`config.mk`:
```
export PLATFORM = sky130hd
export DESIGN_NAME = dpk_access
export DESIGN_NICKNAME = d
export VERILOG_FILES = /design/src/rtl/dpk_pkg.sv /design/src/rtl/dpk_access.sv /design/src/rtl/dpk_key_shift.sv
export SDC_FILE = /design/constraint.sdc
export NUM_CORES = 1
export LEC_CHECK = 0
export CAP_MARGIN = 20
export CORE_ASPECT_RATIO = 0.5
export CORE_MARGIN = 4
export CORE_UTILIZATION = 50
export CTS_CLUSTER_DIAMETER = 100
export DETAILED_ROUTE_END_ITERATION = 8
export DONT_BUFFER_PORTS = 1
export GPL_ROUTABILITY_DRIVEN = 0
export PLACE_DENSITY = 0.77
export SLEW_MARGIN = 20
export SYNTH_ARGS = -nofsm -noshare
export SYNTH_HDL_FRONTEND = slang
export SYNTH_SLANG_ARGS = --single-unit
```
`constraint.sdc`:
```
create_clock -name i_mclk -period 6.8 [get_ports i_mclk]
set_input_delay 1.36 -clock i_mclk [delete_from_list [all_inputs] [get_ports i_mclk]]
set_output_delay 1.36 -clock i_mclk [all_outputs]
set_load 0.03 [all_outputs]
```
`src/rtl/dpk_pkg.sv`:
```
// Package for the debug port key unlock access block.
// Assumes a single 125 MHz clock domain and byte-wide control/status writes.
package dpk_pkg;
  // ==========================================================================
  // Key signatures
  localparam logic [63:0] KEY_ERASE      = 64'h4E564D4572617365;
  localparam logic [63:0] KEY_MEMPROG    = 64'h4E564D50726F6720;
  localparam logic [63:0] KEY_ROW        = 64'h4E564D5573267465;
  // ==========================================================================
  // Key status bit positions
  localparam int          KS_ERASE_BIT   = 3;
  localparam int          KS_MEMPROG_BIT = 4;
  localparam int          KS_ROW_BIT     = 5;
  // ==========================================================================
  // Reset request, brownout, row size, clock hold
  localparam logic [7:0]  RST_RELEASE    = 8'h00;
  localparam logic [1:0]  BOD_MODE_ON    = 2'h1;
  localparam logic [5:0]  ROW_BYTES      = 6'h20;
  localparam logic        CLK_HOLD_RST   = 1'b1;
  // ==========================================================================
  // Sleep modes: 0 active, 1 idle, higher values deeper.
  localparam logic [1:0]  SLEEP_IDLE     = 2'h1;
  localparam logic [1:0]  SLEEP_DEEP     = 2'h2;
  typedef enum logic [1:0] {
    DPK_ROW_IDLE  = 2'b00,
    DPK_ROW_FILL  = 2'b01,
    DPK_ROW_COPY  = 2'b10,
    DPK_ROW_DONE  = 2'b11
  } dpk_row_state_type;
endpackage : dpk_pkg

```
`src/rtl/dpk_access.sv`:
```
// Key-protected access layer of the single pin debug port.
// Assumes the link layer delivers key bytes, control writes and bus requests
// as one-cycle strobes synchronous to i_mclk, which never stops.
// Summary of operation
// Three 64-bit keys, low byte first.
// Later erase key keeps programming key.
// Programming key: unlocked, active; drops when done.
// Row key: locked part; dropped by write.
// Key status shows each activated key.
// Reset signature holds reset until zero.
// Lock state reads 0 when erase finished.
// Locked part refuses system bus accesses.
// Erase forces brownout on, fuse level.
// Programming active reported after reset pulse.
// Row mode accepts writes below 32 only.
// Row buffer copied one to one.
// Write-final triggers copy, clears row status.
// Debugger clears row key, pulses reset.
// Row mode returns no SRAM read data.
// Event per sync character rising edge.
// Port logic runs in every sleep.
// Deep sleep without clock hold blocks reads.
// Asleep status set at idle or deeper.
// Clock hold resets to 1, keeps clock.
// Key status set only on exact match.
`timescale 1ns/1ps
module dpk_access #(
  parameter int          ROW_DEPTH       = 32,
  parameter logic [7:0]  RESET_SIGNATURE = 8'h59  // Arbitrary default value.
) (
  input  wire logic        i_mclk,
  input  wire logic        i_reset_n,
  input  wire logic        i_port_reset,
  input  wire logic        i_key_start,
  input  wire logic        i_key_byte_vld,
  input  wire logic [7:0]  i_key_byte,
  input  wire logic        i_rst_req_wr,
  input  wire logic [7:0]  i_rst_req_data,
  input  wire logic        i_key_status_wr,
  input  wire logic [7:0]  i_key_status_data,
  input  wire logic        i_ctrl_wr,
  input  wire logic        i_ctrl_clock_hold,
  input  wire logic        i_ctrl_write_final,
  input  wire logic        i_lock_bits,
  input  wire logic        i_erase_done,
  input  wire logic        i_prog_done,
  input  wire logic [1:0]  i_sleep_mode,
  input  wire logic [1:0]  i_fuse_bod_level,
  input  wire logic        i_sync_rise,
  input  wire logic        i_bus_req,
  input  wire logic        i_bus_write,
  input  wire logic [15:0] i_bus_addr,
  input  wire logic [7:0]  i_bus_wdata,
  input  wire logic [7:0]  i_bus_rdata_sys,
  input  wire logic        i_row_ack,
  output logic [7:0]       o_key_status,
  output logic             o_sys_reset,
  output logic             o_erase_start,
  output logic             o_lock_state,
  output logic             o_prog_active,
  output logic             o_row_prog_active,
  output logic             o_system_asleep,
  output logic             o_clock_hold_request,
  output logic             o_bod_force,
  output logic [1:0]       o_bod_mode,
  output logic [1:0]       o_bod_level,
  output logic             o_sync_event,
  output logic             o_bus_grant,
  output logic [7:0]       o_bus_rdata,
  output logic             o_row_wr,
  output logic [4:0]       o_row_addr,
  output logic [7:0]       o_row_data,
  output logic             o_access_reject
);
  if (ROW_DEPTH != 32) begin : g_depth_check
    $error("dpk_access supports a 32-byte row only");
  end
  // ==========================================================================
  // Key reception
  logic [63:0] key_word;
  logic        key_done;
  dpk_key_shift #(.KEY_BYTES(8)) u_shift (
    .i_mclk     (i_mclk),
    .i_reset_n  (i_reset_n),
    .i_start    (i_key_start),
    .i_byte_vld (i_key_byte_vld),
    .i_byte     (i_key_byte),
    .o_key      (key_word),
    .o_key_done (key_done)
  );
  logic hit_erase;
  logic hit_prog;
  logic hit_row;
  assign hit_erase = key_done && (key_word == dpk_pkg::KEY_ERASE);
  assign hit_prog  = key_done && (key_word == dpk_pkg::KEY_MEMPROG);
  assign hit_row   = key_done && (key_word == dpk_pkg::KEY_ROW);
  // ==========================================================================
  // Key status
  logic key_erase_ff;
  logic key_prog_ff;
  logic key_row_ff;
  logic row_key_clr;
  assign row_key_clr = i_key_status_wr && i_key_status_data[dpk_pkg::KS_ROW_BIT];
  logic erase_busy_ff;
  always_ff @(posedge i_mclk or negedge i_reset_n) begin
    if (!i_reset_n) begin
      key_erase_ff <= 1'b0;
    end else if (hit_erase) begin
      key_erase_ff <= 1'b1;
    end else if (i_port_reset || (erase_busy_ff && i_erase_done)) begin
      key_erase_ff <= 1'b0;
    end
  end
  always_ff @(posedge i_mclk or negedge i_reset_n) begin
    if (!i_reset_n) begin
      key_prog_ff <= 1'b0;
    end else if (hit_prog) begin
      key_prog_ff <= 1'b1;
    end else if (i_port_reset || i_prog_done) begin
      key_prog_ff <= 1'b0;
    end
  end
  always_ff @(posedge i_mclk or negedge i_reset_n) begin
    if (!i_reset_n) begin
      key_row_ff <= 1'b0;
    end else if (hit_row) begin
      key_row_ff <= 1'b1;
    end else if (i_port_reset || row_key_clr) begin
      key_row_ff <= 1'b0;
    end
  end
  always_comb begin
    o_key_status = 8'h00;
    o_key_status[dpk_pkg::KS_ERASE_BIT]   = key_erase_ff;
    o_key_status[dpk_pkg::KS_MEMPROG_BIT] = key_prog_ff;
    o_key_status[dpk_pkg::KS_ROW_BIT]     = key_row_ff;
  end
  // ==========================================================================
  // Reset request
  logic sys_reset_ff;
  logic rst_fall;
  always_ff @(posedge i_mclk or negedge i_reset_n) begin
    if (!i_reset_n) begin
      sys_reset_ff <= 1'b0;
    end else if (i_rst_req_wr) begin
      if (i_rst_req_data == RESET_SIGNATURE) begin
        sys_reset_ff <= 1'b1;
      end else if (i_rst_req_data == dpk_pkg::RST_RELEASE) begin
        sys_reset_ff <= 1'b0;
      end
    end
  end
  assign rst_fall    = sys_reset_ff && i_rst_req_wr && (i_rst_req_data == dpk_pkg::RST_RELEASE);
  assign o_sys_reset = sys_reset_ff;
  // ==========================================================================
  // Erase and brownout force
  logic erase_start_ff;
  always_ff @(posedge i_mclk or negedge i_reset_n) begin
    if (!i_reset_n) begin
      erase_busy_ff  <= 1'b0;
      erase_start_ff <= 1'b0;
    end else begin
      erase_start_ff <= rst_fall && key_erase_ff;
      if (rst_fall && key_erase_ff) begin
        erase_busy_ff <= 1'b1;
      end else if (i_erase_done) begin
        erase_busy_ff <= 1'b0;
      end
    end
  end
  assign o_erase_start = erase_start_ff;
  assign o_lock_state  = i_lock_bits || erase_busy_ff;
  assign o_bod_force   = erase_busy_ff;
  assign o_bod_mode    = erase_busy_ff ? dpk_pkg::BOD_MODE_ON : 2'h0;
  assign o_bod_level   = i_fuse_bod_level;
  // ==========================================================================
  // Programming mode
  logic prog_active_ff;
  always_ff @(posedge i_mclk or negedge i_reset_n) begin
    if (!i_reset_n) begin
      prog_active_ff <= 1'b0;
    end else if (i_port_reset || i_prog_done || !key_prog_ff) begin
      prog_active_ff <= 1'b0;
    end else if (rst_fall && !i_lock_bits) begin
      prog_active_ff <= 1'b1;
    end
  end
  assign o_prog_active = prog_active_ff;
  // ==========================================================================
  // Configuration row programming
  dpk_pkg::dpk_row_state_type row_st_ff;
  logic [4:0] copy_idx_ff;
  logic [7:0] row_buf_ff [ROW_DEPTH];
  logic       row_fill;
  logic       row_wr_ok;
  assign row_fill  = (row_st_ff == dpk_pkg::DPK_ROW_FILL);
  assign row_wr_ok = row_fill && i_bus_req && i_bus_write
                     && (i_bus_addr < 16'(dpk_pkg::ROW_BYTES));
  always_ff @(posedge i_mclk or negedge i_reset_n) begin
    if (!i_reset_n) begin
      row_st_ff   <= dpk_pkg::DPK_ROW_IDLE;
      copy_idx_ff <= 5'h00;
    end else if (i_port_reset || !key_row_ff) begin
      row_st_ff   <= dpk_pkg::DPK_ROW_IDLE;
      copy_idx_ff <= 5'h00;
    end else begin
      case (row_st_ff)
        dpk_pkg::DPK_ROW_IDLE: begin
          if (rst_fall && i_lock_bits) begin
            row_st_ff <= dpk_pkg::DPK_ROW_FILL;
          end
        end
        dpk_pkg::DPK_ROW_FILL: begin
          if (i_ctrl_wr && i_ctrl_write_final) begin
            row_st_ff   <= dpk_pkg::DPK_ROW_COPY;
            copy_idx_ff <= 5'h00;
          end
        end
        dpk_pkg::DPK_ROW_COPY: begin
          if (i_row_ack) begin
            if (copy_idx_ff == 5'(ROW_DEPTH - 1)) begin
              row_st_ff <= dpk_pkg::DPK_ROW_DONE;
            end else begin
              copy_idx_ff <= copy_idx_ff + 5'h01;
            end
          end
        end
        dpk_pkg::DPK_ROW_DONE: begin
          row_st_ff <= dpk_pkg::DPK_ROW_DONE;
        end
        default: begin
          row_st_ff <= dpk_pkg::DPK_ROW_IDLE;
        end
      endcase
    end
  end
  always_ff @(posedge i_mclk or negedge i_reset_n) begin
    if (!i_reset_n) begin
      for (int i = 0; i < ROW_DEPTH; i++) begin
        row_buf_ff[i] <= 8'hFF;
      end
    end else if (row_wr_ok) begin
      row_buf_ff[i_bus_addr[4:0]] <= i_bus_wdata;
    end
  end
  logic       row_wr_ff;
  logic [4:0] row_addr_ff;
  logic [7:0] row_data_ff;
  always_ff @(posedge i_mclk or negedge i_reset_n) begin
    if (!i_reset_n) begin
      row_wr_ff   <= 1'b0;
      row_addr_ff <= 5'h00;
      row_data_ff <= 8'h00;
    end else begin
      row_wr_ff   <= (row_st_ff == dpk_pkg::DPK_ROW_COPY) && !i_row_ack;
      row_addr_ff <= copy_idx_ff;
      row_data_ff <= row_buf_ff[copy_idx_ff];
    end
  end
  assign o_row_wr          = row_wr_ff;
  assign o_row_addr        = row_addr_ff;
  assign o_row_data        = row_data_ff;
  assign o_row_prog_active = row_fill || (row_st_ff == dpk_pkg::DPK_ROW_COPY);
  // ==========================================================================
  // Sleep, clock hold and system bus gating
  logic clk_hold_ff;
  always_ff @(posedge i_mclk or negedge i_reset_n) begin
    if (!i_reset_n) begin
      clk_hold_ff <= dpk_pkg::CLK_HOLD_RST;
    end else if (i_ctrl_wr) begin
      clk_hold_ff <= i_ctrl_clock_hold;
    end
  end
  assign o_clock_hold_request = clk_hold_ff;
  assign o_system_asleep = (i_sleep_mode >= dpk_pkg::SLEEP_IDLE);
  // The port logic uses the sleep input only to gate bus grants and report asleep status, so it keeps running in every mode.
  logic sleep_block;
  assign sleep_block = (i_sleep_mode >= dpk_pkg::SLEEP_DEEP) && !clk_hold_ff;
  logic grant;
  always_comb begin
    grant = i_bus_req;
    if (row_fill || (row_st_ff == dpk_pkg::DPK_ROW_COPY)) begin
      grant = 1'b0;
    end else if (i_lock_bits || erase_busy_ff) begin
      grant = 1'b0;
    end else if (sleep_block) begin
      grant = 1'b0;
    end
  end
  assign o_bus_grant     = grant;
  assign o_access_reject = i_bus_req && !grant && !row_wr_ok;
  logic [7:0] rdata_ff;
  always_ff @(posedge i_mclk or negedge i_reset_n) begin
    if (!i_reset_n) begin
      rdata_ff <= 8'h00;
    end else if (i_bus_req && !i_bus_write) begin
      rdata_ff <= grant ? i_bus_rdata_sys : 8'h00;
    end
  end
  assign o_bus_rdata = rdata_ff;
  // ==========================================================================
  // Sync edge event, never disabled.
  logic sync_ev_ff;
  always_ff @(posedge i_mclk or negedge i_reset_n) begin
    if (!i_reset_n) begin
      sync_ev_ff <= 1'b0;
    end else begin
      sync_ev_ff <= i_sync_rise;
    end
  end
  assign o_sync_event = sync_ev_ff;
endmodule : dpk_access

```
`src/rtl/dpk_key_shift.sv`:
```
// Key shift register: collects 64 key bits arriving as bytes, low byte first.
// Assumes i_byte_vld pulses once per key byte.
`timescale 1ns/1ps
module dpk_key_shift #(
  parameter int KEY_BYTES = 8
) (
  input  wire logic                   i_mclk,
  input  wire logic                   i_reset_n,
  input  wire logic                   i_start,
  input  wire logic                   i_byte_vld,
  input  wire logic [7:0]             i_byte,
  output logic [KEY_BYTES*8-1:0]      o_key,
  output logic                        o_key_done
);
  if (KEY_BYTES != 8) begin : g_width_check
    $error("dpk_key_shift supports 64-bit keys only");
  end
  logic [KEY_BYTES*8-1:0] key_ff;
  logic [3:0]             cnt_ff;
  logic                   done_ff;
  always_ff @(posedge i_mclk or negedge i_reset_n) begin
    if (!i_reset_n) begin
      key_ff  <= '0;
      cnt_ff  <= 4'h0;
      done_ff <= 1'b0;
    end else begin
      done_ff <= 1'b0;
      if (i_start) begin
        cnt_ff <= 4'h0;
      end else if (i_byte_vld) begin
        // Low byte arrives first, so shift new bytes in from the top.
        key_ff <= {i_byte, key_ff[KEY_BYTES*8-1:8]};
        if (cnt_ff == 4'(KEY_BYTES - 1)) begin
          cnt_ff  <= 4'h0;
          done_ff <= 1'b1;
        end else begin
          cnt_ff <= cnt_ff + 4'h1;
        end
      end
    end
  end
  assign o_key      = key_ff;
  assign o_key_done = done_ff;
endmodule : dpk_key_shift

```
# --- Word level (Yosys, flattened, before mapping) ---
# Index checks and enable logic that the tools add are counted.
word_totals:
  register_bits: 363
  in_bits: 77
  output_inout_bits: 45
  word_cells: 164
classes:
  addsub: 2
  order_cmp: 6
  eq_ne: 14
  muxes: 40
  bitwise: 3
  n_reduce_logical: 49
ops:
  columns: ["operator", "count"]
  rows:
  - ["bitwise mux 256 bit", 1]
  - ["equality test 64 x 63 -> 1 bit, second input constant", 3]
  - ["binary-select mux 8 bit (select 5 bit)", 1]
  - ["demux 8 bit (select 5 bit)", 1]
  - ["2-to-1 mux 8 bit", 4]
  - ["logical AND 1 bit", 20]
  - ["2-to-1 mux 5 bit", 4]
  - ["2-to-1 mux 1 bit", 19]
  - ["less-than comparator 16 x 6 -> 1 bit, second input constant", 1]
  - ["nonzero test 2 bit", 7]
  - ["greater-or-equal comparator 6 bit, second input constant", 2]
  - ["2-to-1 mux 4 bit", 3]
  - ["!= test 3 bit, second input constant", 4]
  - ["inverter 5 -> 6 bit", 2]
  - ["2-to-1 mux 2 bit", 5]
  - ["one-hot mux 5 bit (2 select lines)", 1]
  - ["equality test 8 x 7 -> 1 bit, second input constant", 1]
  - ["logical NOT 1 bit", 8]
  - ["logical NOT 8 bit", 1]
  - ["one-hot mux 2 bit (4 select lines)", 1]
  - ["AND reduction 4 bit", 2]
  - ["logical OR 1 bit", 7]
  - ["less-than comparator 6 x 1 -> 1 bit, second input constant", 1]
  - ["adder 5 x 1 -> 5 bit, second input constant", 1]
  - ["12 further kinds", 14]

# --- Longest topological paths before layout ---
logic_depth:
  depth_word: 8
  ltp_mapped: 7
  depth_no_buf: 7

# --- Hierarchy ---
# A second synthesis with hierarchy kept.
hier_totals:
  hier_cells: 1112
  area_unflattened_um2: 16998.8
by_module_without_submodules:
  columns: ["mod", "instances", "cells_each", "area_each_um2"]
  rows:
  - ["dpk_access", 1, 955, 14108.5]
  - ["dpk_key_shift", 1, 157, 2890.3]

# --- Least setup slack after synthesis ---
# No wires, ideal clock.
synth_path:
  kind: "input-to-output"
  startpoint: "input i_bus_addr[8]"
  endpoint: "output o_access_reject"
  arrival_time_ns: 2.422
  required_ns: 5.440
  path_slack_ns: 3.018
  stages: 3
  n_path_buf: 0
  cell_sequence: "nor4_4 > nand4_1 > and3_1"
synth_via:
  elab_chain_cells: 4
synth_rtl:
  columns: ["item", "line", "text"]
  rows:
  - ["start: declaration", "dpk_access.sv:52", "input wire logic [15:0] i_bus_addr,"]
  - ["less-than comparator 16 x 6 -> 1 bit", "dpk_access.sv:198", "&& (i_bus_addr < 16'(dpk_pkg::ROW_BYTES));"]
  - ["logical AND 1 bit", "dpk_access.sv:198", null]
  - ["logical NOT 1 bit", "dpk_access.sv:291", "assign o_access_reject = i_bus_req && !grant && !row_wr_ok;"]
  - ["logical AND 1 bit", "dpk_access.sv:291", null]
  - ["end: declaration", "dpk_access.sv:73", "output logic o_access_reject"]
# No other way between the ends.

# --- Worst setup path in the final report ---
layout_path:
  startpoint: "input i_bus_req"
  endpoint: "output o_access_reject"
layout_via:
  elab_chain_cells: 6
  elab_cells_between_ends: 10
layout_rtl:
  columns: ["item", "line", "text"]
  rows:
  - ["start: declaration", "dpk_access.sv:50", "input wire logic i_bus_req,"]
  - ["2-to-1 mux 1 bit", "dpk_access.sv:286", "end else if (sleep_block) begin"]
  - ["2-to-1 mux 1 bit", "dpk_access.sv:284", "end else if (i_lock_bits || erase_busy_ff) begin"]
  - ["2-to-1 mux 1 bit", "dpk_access.sv:282", "if (row_fill || (row_st_ff == dpk_pkg::DPK_ROW_COPY)) begin"]
  - ["logical NOT 1 bit", "dpk_access.sv:291", null]
  - ["logical AND 1 bit", "dpk_access.sv:291", null]
  - ["logical AND 1 bit *", "dpk_access.sv:291", null]
# Mark *: on every way between the ends. The rest lies on a longest branch, timed or not.

==> results.toml <==
[outcome]
outcome = "complete, no violations"

[clock_network]
post-cts-setup-buffers = 0
clkSlewWorstSetupHoldPaths_ps = 60
worst_skew_pair.late_latency_ps = 530
cts-root-buf = "clkbuf_16"
clock_sinks = 363
cts_max_level = 2
cts_resized = 0
cts_max_path_buffers = 3
numCtsBuffers = 34
cts_hold_buf = 0
tritoncts = "built"

[setup_path]
worstPathMaxFanout = 9
crit_family = "simple AND/OR/NAND/NOR gates"
cp.arrival_ps = 2630
r2r_cells = 4
r2r_start = "copy_idx_ff[0]"
path_buf_inv = 0
required_ps = 5440
crit_slowest_cell = "nor2b_1"
r2r_slack_ps = 3900
r2r-end = "o_row_data[7]"
max_stage_delay_ps = 750
critPathKind = "in -> out"
crit_path_end_kind = "output port"
cp_cell_sequence = "nor2b_1, nand4_1, and3_1"
cp-start-kind = "primary input"

[grt]
antenna_found_initial = 0
grt_overflow = 0
track_usage = 0.197
grt_max_degree = 364
grt_pass1_wl_mm = 56.7
first_global_vias = 9826

[pwr]
vdd_ir_drop_max_mv = 0.193
power.density_nw_per_um2 = 253
p_leak_nw = 7.37

[placement]
dp.cells = 1454
dpl.hpwl_mm = 22.3
port_buffers = 0

[logic_synthesis]
synth_area_um2 = 16700
synth_top_flop_cell = "dfstp_2"
synth_cell_types = 58
yosys_warnings = 0
synth.avg_cell_area_um2 = 15.5
netlist_instances = 1077
synth_enable_flop_cells = 0
ys_ff_latch = 363
ys_seq_area_frac = 0.563
synthArstFlopShare = 1.00

[die]
fp.dieArea_um2 = 36600
row_count = 47
pin_count = 122
initial_core_util = 0.507
die_w_um = 267
die_y_um = 137
core_um2 = 33000

[sta]
clock-skew-final_ps = 23.2
finalSetupTns_ps = 0
worst_slew_pin_slew_ps = 1050
slew_headroom = 0.300
min_period_ps = 3990
rsz0062_at_grt = "no"
finalMaxSlewViolations = 0
finalHoldViolCount = 0
finalCritPeriodShare = 0.587
finalSetupViolations = 0
fmax_mhz = 251

[finish]
antenna_cells = 0
final_common_cell = "mux2_2"
fill_cells = 2525
final_core_util = 0.549
regArea_um2 = 9410
final_cell_mix = "mux2_2 (271), dfstp_2 (257), dfrtp_1 (104)"
multiInputGateArea_um2 = 6980
drive_above_1_share = 0.662
nets = 1133
area_growth_pct = 8.27
stdcell_count = 1515

[worst_hold_path]
min_path_cells = 1
hold_class = "reg -> reg"
hold_end = "u_shift.o_key[5]"
min_from = "u_shift.o_key[5]"

[routing]
drc = 0
routedWlPerCell_um = 23.3
drt_iter0_drc = 806
dr.pass1.iters = 5
viasPerCell = 6.03
antenna_left = 0
routed_wl_mm = 35.4
vias = 9138

[run]
drv_cap = 0
synth_stat cells, types with 5 or more instances:
cell type,count,area (um^2)
mux2_1,35,394
dfrtp_1,106,2650
mux4_2,64,1440
nand3b_1,6,45.0
mux2_2,271,3050
buf_4,12,90.1
nor2_4,12,135
nor2_1,9,33.8
dfstp_2,257,6750
o22ai_1,32,200
clkbuf_1,42,158
nand2_2,16,100
nor4bb_1,6,60.1
buf_2,11,55.1
ha_1,7,87.6
mux2_4,16,240
nand3_1,10,50.1
nor2b_1,9,56.3
and3_1,5,31.3
nor3_1,5,25.0
inv_1,8,30.0
and4_1,5,43.8
nor4_1,14,87.6
buf_1,6,22.5
nand4_1,9,56.3
a21o_1,5,37.5
nand2_1,25,93.8
o21ai_0,12,60.1
stage by stage:
stage	hold slack [ps]	instance area (um^2)	total power [mW]	setup slack, ps
global route	545	18100	4.76	2720
global placement	487	17000	2.69	2880
floorplan	352	16700	2.66	3020
finish	511	18100	4.58	2810
detailed placement	501	17000	2.71	2850
CTS	516	18100	4.63	2840
cells by family after synthesis:
logic type / after synthesis / synth area share
buf+inv: 80 / 0.0216
fa+ha+maj: 7 / 0.00524
xor+xnor: 1 / 0.000524
flops: 363 / 0.563
simple gates: 172 / 0.0772
other cells: 1 / 0.000224
mux: 389 / 0.309
compound gates: 64 / 0.0241
layout make-up:
type / count / share of cell area
Clock buffer: 50 / 0.0548
Timing Repair Buffer: 3 / 0.00124
Clock inverter: 11 / 0.00636
Tap cell: 441 / 0.0305
Sequential cell: 363 / 0.520
Multi-Input combinational cell: 639 / 0.386
Inverter: 8 / 0.00166
power breakdown:
part / switching [mW] / internal, mW / total (mW)
logic: 0.0697 / 0.146 / 0.216
clock network: 0.810 / 1.09 / 1.90
registers: 0.136 / 2.32 / 2.46
total: 1.02 / 3.56 / 4.58
worst reg2reg max path, stage by stage, from the launching register on:
cell and delay [ps]:
dfrtp_4 770, buf_4 800, mux4_2 670, o22ai_1 380, nor4_1 130
sequential cells by signal, indices dropped and copies added, names as in the netlist:
name / cells
o_sync_event: 1
copy_idx_ff: 5
key_prog_ff: 1
u_shift.o_key_done: 1
o_clock_hold_request: 1
row_st_ff: 2
o_sys_reset: 1
o_prog_active: 1
u_shift.cnt_ff: 4
o_row_addr: 5
key_erase_ff: 1
key_row_ff: 1
o_row_data: 8
o_bus_rdata: 8
o_erase_start: 1
u_shift.o_key: 64
o_bod_force: 1
o_row_wr: 1
row_buf_ff: 256
layer usage:
metal | routed length, um | GRT usage | vias to the layer above
li1 | - | - | 3973
met1 | 15500 | 0.272 | 4892
met2 | 17300 | 0.324 | 205
met3 | 1560 | 0.0357 | 68
met4 | 1040 | 0.0624 | 0
met5 | 0 | 0 | -
worst max-delay path by stage:
stage	startpoint	endpoint	slack (ps)	cells past startpoint
detailed placement	i_bus_req	o_access_reject	2850	3
floorplan	i_bus_addr[8]	o_access_reject	3020	3
finish	i_bus_req	o_access_reject	2810	3
global placement	i_bus_req	o_access_reject	2880	3
global route	i_bus_req	o_access_reject	2720	3
CTS	i_bus_req	o_access_reject	2840	3
(Power assumes the default switching activity.)
